===== src/rtl/fifo_port_pkg.sv =====
// Constants and types for the parallel FIFO port
// How it works
// - Read strobe low puts the current receive byte on the data bus.
// - Read strobe rising edge advances to the next receive byte if any.
// - Write strobe falling edge captures the data bus into the transmit buffer.
// - Transmit space flag high when full; external logic must then not write.
// - Receive data flag low while a received byte waits, but high for one cycle after each read.
// - Power enable low once configured, high while the bus is suspended.
// - In suspend with wakeup enabled, strobe low requests bus resume.
// - In normal operation, strobe low flushes all transmit bytes next IN request.
// - External reset low forces the reset output to drive low.
// - Reset output floats about 5 ms after power and clock, then drives high.
// - Bus reset does not affect the reset output.
// - Clock strap pulled low selects the alternate product identifier.
// - Select strap pulled low selects 48MHz, otherwise 6MHz operation.
// - Crystal output stops toggling during suspend.
// - Receive buffer holds 128 bytes drained by the read strobe.
// - Transmit buffer holds 384 bytes until the host collects them.
package fifo_port_pkg;
   localparam int DATA_W        = 8;
   localparam int RX_DEPTH      = 128;
   localparam int TX_DEPTH      = 384;
   localparam int STAGE_DEPTH   = 8;
   localparam int CLK_HZ        = 25000000;
   localparam int RESET_OUT_MS  = 5;
   localparam int RESET_OUT_CYC = (CLK_HZ / 1000) * RESET_OUT_MS;
   localparam int XTAL_DIV      = 2;
   localparam logic [15:0] PID_MAIN = 16'h1111;  // Arbitrary value
   localparam logic [15:0] PID_ALT  = 16'h2222;  // Arbitrary value
   typedef enum logic [1:0] {
      RST_HIZ   = 2'b00,
      RST_HIGH  = 2'b01,
      RST_LOW   = 2'b10
   } reset_out_t;
endpackage


===== src/rtl/usb_parallel_fifo_port.sv =====
`timescale 1ns/100ps
// Byte-wide parallel FIFO port with power, reset and strap handling
module usb_parallel_fifo_port #(
   parameter int RESET_OUT_CYCLES = fifo_port_pkg::RESET_OUT_CYC
) (
   // Clock and reset
   input  wire logic                              clock,
   input  wire logic                              rst,
   // Parallel FIFO bus
   input  wire logic                              rd_n,
   input  wire logic                              wr_n,
   input  wire logic [fifo_port_pkg::DATA_W-1:0]  fifo_data_bus_in,
   output logic      [fifo_port_pkg::DATA_W-1:0]  fifo_data_bus_out,
   output logic                                   fifo_data_bus_oe,
   output logic                                   tx_space_flag_n,
   output logic                                   rx_data_waiting_n,
   // Protocol engine side: host-to-device bytes
   input  wire logic                              rx_in_valid,
   output logic                                   rx_in_ready,
   input  wire logic [fifo_port_pkg::DATA_W-1:0]  rx_in_data,
   // Protocol engine side: device-to-host bytes
   output logic                                   tx_out_valid,
   input  wire logic                              tx_out_ready,
   output logic      [fifo_port_pkg::DATA_W-1:0]  tx_out_data,
   output logic                                   tx_flush_req,
   input  wire logic                              bulk_in_request,
   // Power and wakeup
   input  wire logic                              usb_configured,
   input  wire logic                              usb_suspended,
   input  wire logic                              remote_wake_enabled,
   input  wire logic                              flush_or_wake_strobe_n,
   output logic                                   power_enable_n,
   output logic                                   resume_request,
   // Reset pins
   input  wire logic                              ext_reset_n,
   input  wire logic                              power_good,
   output logic                                   reset_output_n,
   output logic                                   reset_output_oe,
   // Straps and clocks
   input  wire logic                              prom_clock_strap,
   input  wire logic                              prom_select_strap,
   output logic      [15:0]                       product_id,
   output logic                                   clock_48mhz_sel,
   output logic                                   crystal_out,
   input  wire logic                              test_mode
);
   import fifo_port_pkg::*;

   // Two-flop synchronisers; stage one feeds only stage two
   logic [2:0] s1_r;
   logic [2:0] s2_r;
   logic [2:0] s3_r;
   always_ff @(posedge clock) begin
      if (rst) begin
         s1_r <= 3'h7;
         s2_r <= 3'h7;
         s3_r <= 3'h7;
      end else begin
         s1_r <= {flush_or_wake_strobe_n, wr_n, rd_n};
         s2_r <= s1_r;
         s3_r <= s2_r;
      end
   end
   wire rd_low   = ~s2_r[0];
   wire rd_rise  = s2_r[0] & ~s3_r[0];
   wire wr_fall  = ~s2_r[1] & s3_r[1];
   wire fw_fall  = ~s2_r[2] & s3_r[2];

   // Receive buffer
   logic                  rx_valid;
   logic [DATA_W-1:0]     rx_data;
   stage_fifo #(.WIDTH(DATA_W), .DEPTH(RX_DEPTH)) rx_buf (
      .clock     (clock),
      .rst       (rst),
      .in_valid  (rx_in_valid),
      .in_ready  (rx_in_ready),
      .in_data   (rx_in_data),
      .out_valid (rx_valid),
      .out_ready (rd_rise),
      .out_data  (rx_data),
      .count     ()
   );

   // Bytes land in a small staging FIFO, then move into the large buffer
   logic                  stg_ready;
   logic                  stg_valid;
   logic [DATA_W-1:0]     stg_data;
   logic                  tx_ready;
   logic [DATA_W-1:0]     wr_byte_r;
   logic                  wr_pend_r;
   stage_fifo #(.WIDTH(DATA_W), .DEPTH(STAGE_DEPTH)) tx_stage (
      .clock     (clock),
      .rst       (rst),
      .in_valid  (wr_pend_r),
      .in_ready  (stg_ready),
      .in_data   (wr_byte_r),
      .out_valid (stg_valid),
      .out_ready (tx_ready),
      .out_data  (stg_data),
      .count     ()
   );
   stage_fifo #(.WIDTH(DATA_W), .DEPTH(TX_DEPTH)) tx_buf (
      .clock     (clock),
      .rst       (rst),
      .in_valid  (stg_valid),
      .in_ready  (tx_ready),
      .in_data   (stg_data),
      .out_valid (tx_out_valid),
      .out_ready (tx_out_ready),
      .out_data  (tx_out_data),
      .count     ()
   );

   // The bus data is held by the writer only while the strobe is low, so capture
   // the live bus on the synchronised falling edge
   always_ff @(posedge clock) begin
      if (rst) begin
         wr_byte_r <= '0;
         wr_pend_r <= 1'h0;
      end else if (wr_fall) begin
         wr_byte_r <= fifo_data_bus_in;
         wr_pend_r <= 1'h1;
      end else if (stg_ready) begin
         wr_pend_r <= 1'h0;
      end
   end

   // Flag goes high after each write until the byte is staged and the strobe is high again
   wire tx_busy = wr_pend_r | ~stg_ready | ~s2_r[1];
   always_ff @(posedge clock) begin
      if (rst)
         tx_space_flag_n <= 1'h1;
      else
         tx_space_flag_n <= tx_busy | wr_fall;
   end

   // Read data and flag
   always_ff @(posedge clock) begin
      if (rst) begin
         fifo_data_bus_out <= '0;
         fifo_data_bus_oe  <= 1'h0;
         rx_data_waiting_n <= 1'h1;
      end else begin
         fifo_data_bus_out <= rx_data;
         fifo_data_bus_oe  <= rd_low;
         rx_data_waiting_n <= ~rx_valid | rd_rise;
      end
   end

   // Power enable and flush/wake handling
   always_ff @(posedge clock) begin
      if (rst) begin
         power_enable_n <= 1'h1;
         resume_request <= 1'h0;
         tx_flush_req   <= 1'h0;
      end else begin
         power_enable_n <= ~usb_configured | usb_suspended;
         // Wake only while the power enable shows suspend
         resume_request <= fw_fall & power_enable_n & remote_wake_enabled;
         if (fw_fall && !power_enable_n)
            tx_flush_req <= 1'h1;
         else if (bulk_in_request)
            tx_flush_req <= 1'h0;
      end
   end

   // Reset output sequencer
   reset_out_t  rs_r;
   logic [31:0] rcnt_r;
   always_ff @(posedge clock) begin
      if (rst) begin
         rs_r   <= RST_HIZ;
         rcnt_r <= '0;
      end else if (!ext_reset_n) begin
         rs_r   <= RST_LOW;
         rcnt_r <= '0;
      end else begin
         unique case (rs_r)
            RST_HIZ: begin
               if (!power_good)
                  rcnt_r <= '0;
               else if (rcnt_r >= 32'(RESET_OUT_CYCLES - 1))
                  rs_r <= RST_HIGH;
               else
                  rcnt_r <= rcnt_r + 32'h1;
            end
            RST_LOW: begin
               rs_r   <= RST_HIZ;
               rcnt_r <= '0;
            end
            RST_HIGH: rs_r <= RST_HIGH;
            default:  rs_r <= RST_HIZ;
         endcase
      end
   end
   assign reset_output_n  = (rs_r == RST_HIGH);
   assign reset_output_oe = (rs_r != RST_HIZ);

   // Straps are sampled every cycle while the reset output floats, then held
   always_ff @(posedge clock) begin
      if (rst) begin
         product_id      <= PID_MAIN;
         clock_48mhz_sel <= 1'h0;
      end else if (rs_r == RST_HIZ) begin
         product_id      <= prom_clock_strap ? PID_MAIN : PID_ALT;
         clock_48mhz_sel <= ~prom_select_strap;
      end
   end

   // Crystal output divider, frozen in suspend or test mode
   logic [$clog2(XTAL_DIV)-1:0] xdiv_r;
   always_ff @(posedge clock) begin
      if (rst) begin
         xdiv_r      <= '0;
         crystal_out <= 1'h0;
      end else if (!usb_suspended && !test_mode) begin
         xdiv_r <= xdiv_r + 1'h1;
         if (xdiv_r == '0)
            crystal_out <= ~crystal_out;
      end
   end
endmodule


===== src/rtl/stage_fifo.sv =====
`timescale 1ns/100ps
// Parameterised flip-flop FIFO with valid/ready on both sides
module stage_fifo #(
   parameter int WIDTH = 8,
   parameter int DEPTH = 8
) (
   // Clock and reset
   input  wire logic             clock,
   input  wire logic             rst,
   // Fill side
   input  wire logic             in_valid,
   output logic                  in_ready,
   input  wire logic [WIDTH-1:0] in_data,
   // Drain side
   output logic                  out_valid,
   input  wire logic             out_ready,
   output logic      [WIDTH-1:0] out_data,
   output logic [$clog2(DEPTH+1)-1:0] count
);
   localparam int AW = $clog2(DEPTH);
   logic [WIDTH-1:0] mem_r [DEPTH];
   logic [AW-1:0]    wp_r;
   logic [AW-1:0]    rp_r;
   logic [$clog2(DEPTH+1)-1:0] cnt_r;
   wire push = in_valid && in_ready;
   wire pop  = out_valid && out_ready;

   function automatic logic [AW-1:0] inc(input logic [AW-1:0] p);
      inc = (p == AW'(DEPTH - 1)) ? '0 : p + 1'h1;
   endfunction

   assign in_ready  = (cnt_r != ($clog2(DEPTH+1))'(DEPTH));
   assign out_valid = (cnt_r != '0);
   assign out_data  = mem_r[rp_r];
   assign count     = cnt_r;

   always_ff @(posedge clock) begin
      if (rst) begin
         wp_r  <= '0;
         rp_r  <= '0;
         cnt_r <= '0;
      end else begin
         if (push) begin
            mem_r[wp_r] <= in_data;
            wp_r        <= inc(wp_r);
         end
         if (pop)
            rp_r <= inc(rp_r);
         cnt_r <= cnt_r + (push ? 1'h1 : 1'h0) - (pop ? 1'h1 : 1'h0);
      end
   end
endmodule


===== config.mk =====
export PLATFORM = sky130hd
export DESIGN_NAME = usb_parallel_fifo_port
export DESIGN_NICKNAME = d
export VERILOG_FILES = /design/src/rtl/fifo_port_pkg.sv /design/src/rtl/usb_parallel_fifo_port.sv /design/src/rtl/stage_fifo.sv
export SDC_FILE = /design/constraint.sdc
export NUM_CORES = 2
export LEC_CHECK = 0
export BUFFER_PORTS_ARGS = -buffer_cell sky130_fd_sc_hd__buf_2
export CORE_UTILIZATION = 50
export CTS_BUF_LIST = sky130_fd_sc_hd__clkbuf_4
export CTS_CLUSTER_DIAMETER = 80
export DETAILED_ROUTE_END_ITERATION = 16
export PLACE_DENSITY_LB_ADDON = 0.1
export SYNTH_ARGS = -nofsm -noshare
export SYNTH_HDL_FRONTEND = slang
export SYNTH_MEMORY_MAX_BITS = 65536
export SYNTH_SLANG_ARGS = --single-unit

===== constraint.sdc =====
create_clock -name clock -period 6.5 [get_ports clock]
set_clock_uncertainty 0.15 [all_clocks]
set_input_delay 0.65 -clock clock [delete_from_list [all_inputs] [get_ports clock]]
set_output_delay 0.65 -clock clock [all_outputs]
set_load 0.02 [all_outputs]

# After elaboration in Yosys (flattened, before gate mapping)
# Memories as Yosys holds them, arrays and structs flattened. A register that Yosys moved wholly into a read port is not among the register bits.
# Index checks and enable logic that the tools add are counted.
# totals
register_bits,136
ramBits,4160
inputBits,32
output_inout_bits,44
word_cells,142
memories,3
# op_classes
n_addsub,14
order_cmp,1
n_eq_ne,16
mux,37
bitwise,21
reduce_logical,23
# mem_list
name,depth,width,rd,rd_ports_with_merged_regs,wr,line,source
tx_buf.mem_r,384,8,1,1,1,stage_fifo.sv:21,logic [WIDTH-1:0] mem_r [DEPTH];
rx_buf.mem_r,128,8,1,1,1,stage_fifo.sv:21,
tx_stage.mem_r,8,8,1,1,1,stage_fifo.sv:21,
# op_table
cell,n
$mux 32,2
$pmux 32 s2,1
$mux 9,4
$add 32x1->32 const B,1
$ge 32x17->1 const B,1
$mux 1,19
$add 9x1->9 const B,2
$eq 9x9->1 const B,2
$add 7x1->7 const B,2
$eq 7x7->1 const B,2
$mux 14,1
$mux 7,2
$mux 3,4
$not 1->1,11
$add 9x9->9,1
$ne 3x3->1 const B,3
$ne 9x9->1 const B,1
$reduce_bool 9->1,1
$sub 9x9->9,1
$add 8x8->8,1
$ne 8x8->1 const B,1
$reduce_and 2->1,4
$reduce_bool 2->1,4
$reduce_bool 8->1,1
other kinds (19),40

# Logic depth before layout (Yosys ltp)
# depth
depth_word,5
ltp_mapped,19
mapped_depth_nobuf,18

# Modules after synthesis
# Synthesis repeated with hierarchy kept, for this count alone.
# unflattened
hier_cells,8174
hier_area_um2,168029.9
# modules_own_cells
module,instances,cells_per_inst,area_per_inst_um2,seq_area_each_um2
stage_fifo (tx_buf),1,5662,121041.1,92969.2
stage_fifo (rx_buf),1,2030,40940.5,31330.0
stage_fifo (tx_stage),1,171,3196.8,2182.1
usb_parallel_fifo_port,1,311,2851.5,1421.4

# Least setup slack after synthesis
# OpenSTA, ideal clock, no wires.
# synth_timing
path_type,register to register
startpoint,reg with a tool-made name
endpoint,"mem tx_buf.mem_r[0][0], data pin"
setup_ns,0.733
t_arrival_ns,4.193
t_required_ns,5.617
slack_ns,1.424
stages_incl_launch_ff,5
n_path_buf,2
period_less_slack_ns,5.076
path_cell_list,dfxtp_1 -> clkbuf_1 -> buf_1 -> mux4_2 -> mux2_2
# synth_lines
element,line
end: declaration,stage_fifo.sv:21

==> metrics.cfg <==
[drt]
vias = 84326
drc = 0
drtPass1Iterations = 6
detailedRoute.firstIterationViolations = 8127
detail_route.wirelength_um = 425100
postRouteAntennaNets = 0
routedWlPerCell_um = 30.38
route.detailed.vias_per_inst = 6.026

[sta]
max_slew_margin = 0.1595
layout_worst_path_cycle_share = 0.9881
rsz_0062_raised_after_global_routing = true
setup_violations = 0
timing_worst_slew_pin_value_ps = 1249
hold_violations = 0
timing_max_transition_violations_final = 0
finalWorstSetupSlack_ps = 77.07
finalCriticalPeriod_ps = 6423
max_freq_ghz = 0.1557

[yosys]
yosys_register_bits = 4302
yosys_most_used_dff = sky130_fd_sc_hd__edfxtp_1
async_flop_share = 0
synth-compound-area-share = 0.01592
syn-mean-instance-area_sq_um = 21.50
yosys.area_share.simple = 0.02845
synth_xor_area_frac = 0.002727
syn_area_sq_um = 167000
postSynthCellCount = 7770
portion_of_netlist_area_occupied_by_mux_cells = 0.1701
synth_fa_ha_area_frac = 0.003581
seq_area_frac_synth = 0.7649
synth-edff-count = 4160
total_number_of_yosys_warnings = 0
number_of_unique_standard_cell_types_used_by_synthesis = 72
synth_top_family_by_area = multiplexers

[power_and_ir_drop]
p_comb_frac = 0.150
total_leakage_power_nw = 58.65
p_int_mw = 48.76
pwr-share-clk = 0.344
power_density_nw_per_um2 = 350.8
power.share.sequential = 0.506
p_sw_frac = 0.2623
vdd_drop_max_v = 0.0003209
power_switching_mw = 17.34

[floorplanning]
std_cell_rows = 211
fp.coreArea_sq_um = 331300
initial_core_util = 0.5041
chipHeight_um = 580.0
die_width_um = 580.0
floorplan.io_pins = 76
die_area_sq_um = 336400

[placed_design]
hpwl_um = 249600
gpl.final_weighted_congestion = 0.8414
placement.io_buffers = 67
preCtsSetupSlack_ps = 211.9

[layout]
areaGrowthSynthToFinish_pct = 12.81
final_layout_size_suffix_gt1_frac = 0.3480
final_core_util = 0.5687
layout_common_cells = 4160 x sky130_fd_sc_hd__edfxtp_1, 1682 x sky130_fd_sc_hd__clkbuf_4, 1158 x sky130_fd_sc_hd__mux4_2
final_common_cell = sky130_fd_sc_hd__edfxtp_1
nNetsFinal = 8980

[setup_path]
wp_data_arrival_ps = 5620
crit_path_max_fanout = 19
worst-setup-path-type = register to output pin
worst_setup_path_end_kind = output pin
start_kind = register
required_ps = 5700

[cts]
ctsLongestPathBuffers = 5
tritoncts.num_buffers = 1174
worst_setup_hold_path_clk_slew_ps = 60
cts.sinks = 4302
clock_tree.htree_level_count = 7
ctsRootBufferMaster = sky130_fd_sc_hd__clkbuf_4
clk_latency_worst_skew_pair_ps = 1600
tritoncts = yes

[grt]
grt_max_degree = 213
grt_antenna_before_repair = 8
grt_pass1_vias = 87927
grt_pass1_wl_um = 612700
grt_overflow_total = 0
total_global_routing_track_utilization = 0.2558

[min_path]
worst_hold_path_type = register to register

[flow_run]
max_cap_violations = 0

[outcome]
status = finished, final reports clean

[cells by family (layout without fill, tap and decap cells)]
family                   count (synthesis)  after routing
AND/OR/NAND/NOR                       1099           1099
multiplexers                          1386           1386
buffers and inverters                  493           2332
AO/OA/AOI/OAI                          391            391
XOR/XNOR                                52             52
adder cells (fa/ha/maj)                 46             46
other                                    1             19
flip-flops                            4302           4302
[per-stage QoR]
stage          hold slack (ps)  instances  setup TNS [ps]  area, sq um  power (mW)
2_1_floorplan            233.8       7777               0       167100       40.25
3_3_place_gp             243.9      11964               0       173000       43.52
3_5_place_dp             252.1      11964               0       173000       43.81
4_1_cts                  49.17      13962          -371.4       188100       66.70
5_1_grt                  152.4      13991          -124.2       188400       68.74
6_report                 263.9      13993               0       188400       66.10
[registers in the layout, indices dropped and copies added (netlist names), 8 cells and up, named ones only]
signal             flops
rcnt_r                32
tx_buf.mem_r        3072
tx_buf.count           9
tx_buf.wp_r            9
tx_buf.rp_r            9
fifo_data_bus_out      8
rx_buf.mem_r        1024
rx_buf.count           8
wr_byte_r              8
tx_stage.mem_r        64
[critical path: stages (launching register included)]
cell                        delay [ps]
sky130_fd_sc_hd__dfxtp_4           440
sky130_fd_sc_hd__buf_12            180
sky130_fd_sc_hd__buf_12            210
sky130_fd_sc_hd__buf_6             220
sky130_fd_sc_hd__mux4_2            530
sky130_fd_sc_hd__a22oi_1           220
sky130_fd_sc_hd__a21oi_1           130
sky130_fd_sc_hd__nor4_4            490
sky130_fd_sc_hd__buf_4             220
sky130_fd_sc_hd__o2111ai_1         190
sky130_fd_sc_hd__a2111oi_4         610
sky130_fd_sc_hd__buf_4             220
sky130_fd_sc_hd__a311oi_2           70
sky130_fd_sc_hd__buf_2             270
[worst paths after layout]
path / depth (start not counted) / to / slack (ps) / startpoint
max: 13 / tx_out_data[3] / 80 / register
min: 1 / s2_r[1]$_SDFF_PP1_ / 260 / s1_r[1]$_SDFF_PP1_
min reg2reg: 1 / s2_r[1]$_SDFF_PP1_ / 260 / s1_r[1]$_SDFF_PP1_
max reg2reg: 9 / rx_buf.mem_r[86][4]$_DFFE_PP_ / 1890 / rx_buf.count[4]$_SDFF_PP0_
[cells in the mapped netlist (all sizes together) (10+ instances only)]
| master | count | share of area |
|---|---|---|
| edfxtp | 4160 | 0.75 |
| mux4 | 1158 | 0.16 |
| nor2 | 663 | 0.015 |
| buf | 250 | 0.0088 |
| clkbuf | 197 | 0.0044 |
| mux2i | 184 | 0.011 |
| nand2 | 169 | 0.0038 |
| dfxtp | 142 | 0.017 |
| a21oi | 91 | 0.0027 |
| a22oi | 84 | 0.0038 |
| nand3 | 54 | 0.0016 |
| nor2b | 53 | 0.0020 |
| inv | 45 | 0.0010 |
| mux2 | 44 | 0.0030 |
| ha | 43 | 0.0032 |
| o21ai | 40 | 0.0012 |
| and2 | 31 | 0.0012 |
| a211oi | 30 | 0.0014 |
| o22ai | 30 | 0.0011 |
| xor2 | 29 | 0.0015 |
| nor3 | 26 | 0.00078 |
| xnor2 | 23 | 0.0012 |
| nand2b | 18 | 0.00067 |
| a31oi | 16 | 0.00060 |
| nand4 | 16 | 0.00060 |
| o211ai | 15 | 0.00067 |
| and3 | 11 | 0.00041 |
| nor4 | 11 | 0.00041 |
| or2 | 11 | 0.00041 |
| a2111oi | 10 | 0.00056 |
| and4 | 10 | 0.00052 |
[routing by layer]
metal	up-vias	global-route usage	wire length [um]
li1	35179	-	-
met4	0	0.09770	12480
met5	-	0	0
met3	676	0.06173	31870
met2	3717	0.4020	206800
met1	44754	0.3492	174000
[final cells by class]
class                   instances  area, sq um
diodes                         11        27.53
clock buffers                1682        12630
clock inverters               208         1067
fillers                     24992       142900
inverters                      46        172.7
multi-input cells            2982        37340
flip-flops and latches       4302       127800
well taps                    4366         5463
repair buffers                396         3930
[power groups by stage]
stage	registers [mW]	clock network [mW]	logic, mW
final	33.4	22.8	9.92
after global routing	33.4	24.8	10.5
after CTS	33.4	23.3	9.98
after detailed placement	34.1	0	9.74
after global placement	34.1	0	9.46
after floorplan	34.4	0	5.87
[repair_timing]
| item | CTS | global route |
|---|---|---|
| buffers inserted | 19 | 18 |
| gates resized for setup | 40 | 12 |
| endpoints found under the setup margin | 8 | 5 |
| pin swaps | 5 | 5 |
| hold buffers | 89 | 0 |
| endpoints found under the hold margin | 1426 | 0 |
| gates cloned | 1 | 2 |
Power figures use the tool's default switching activity.
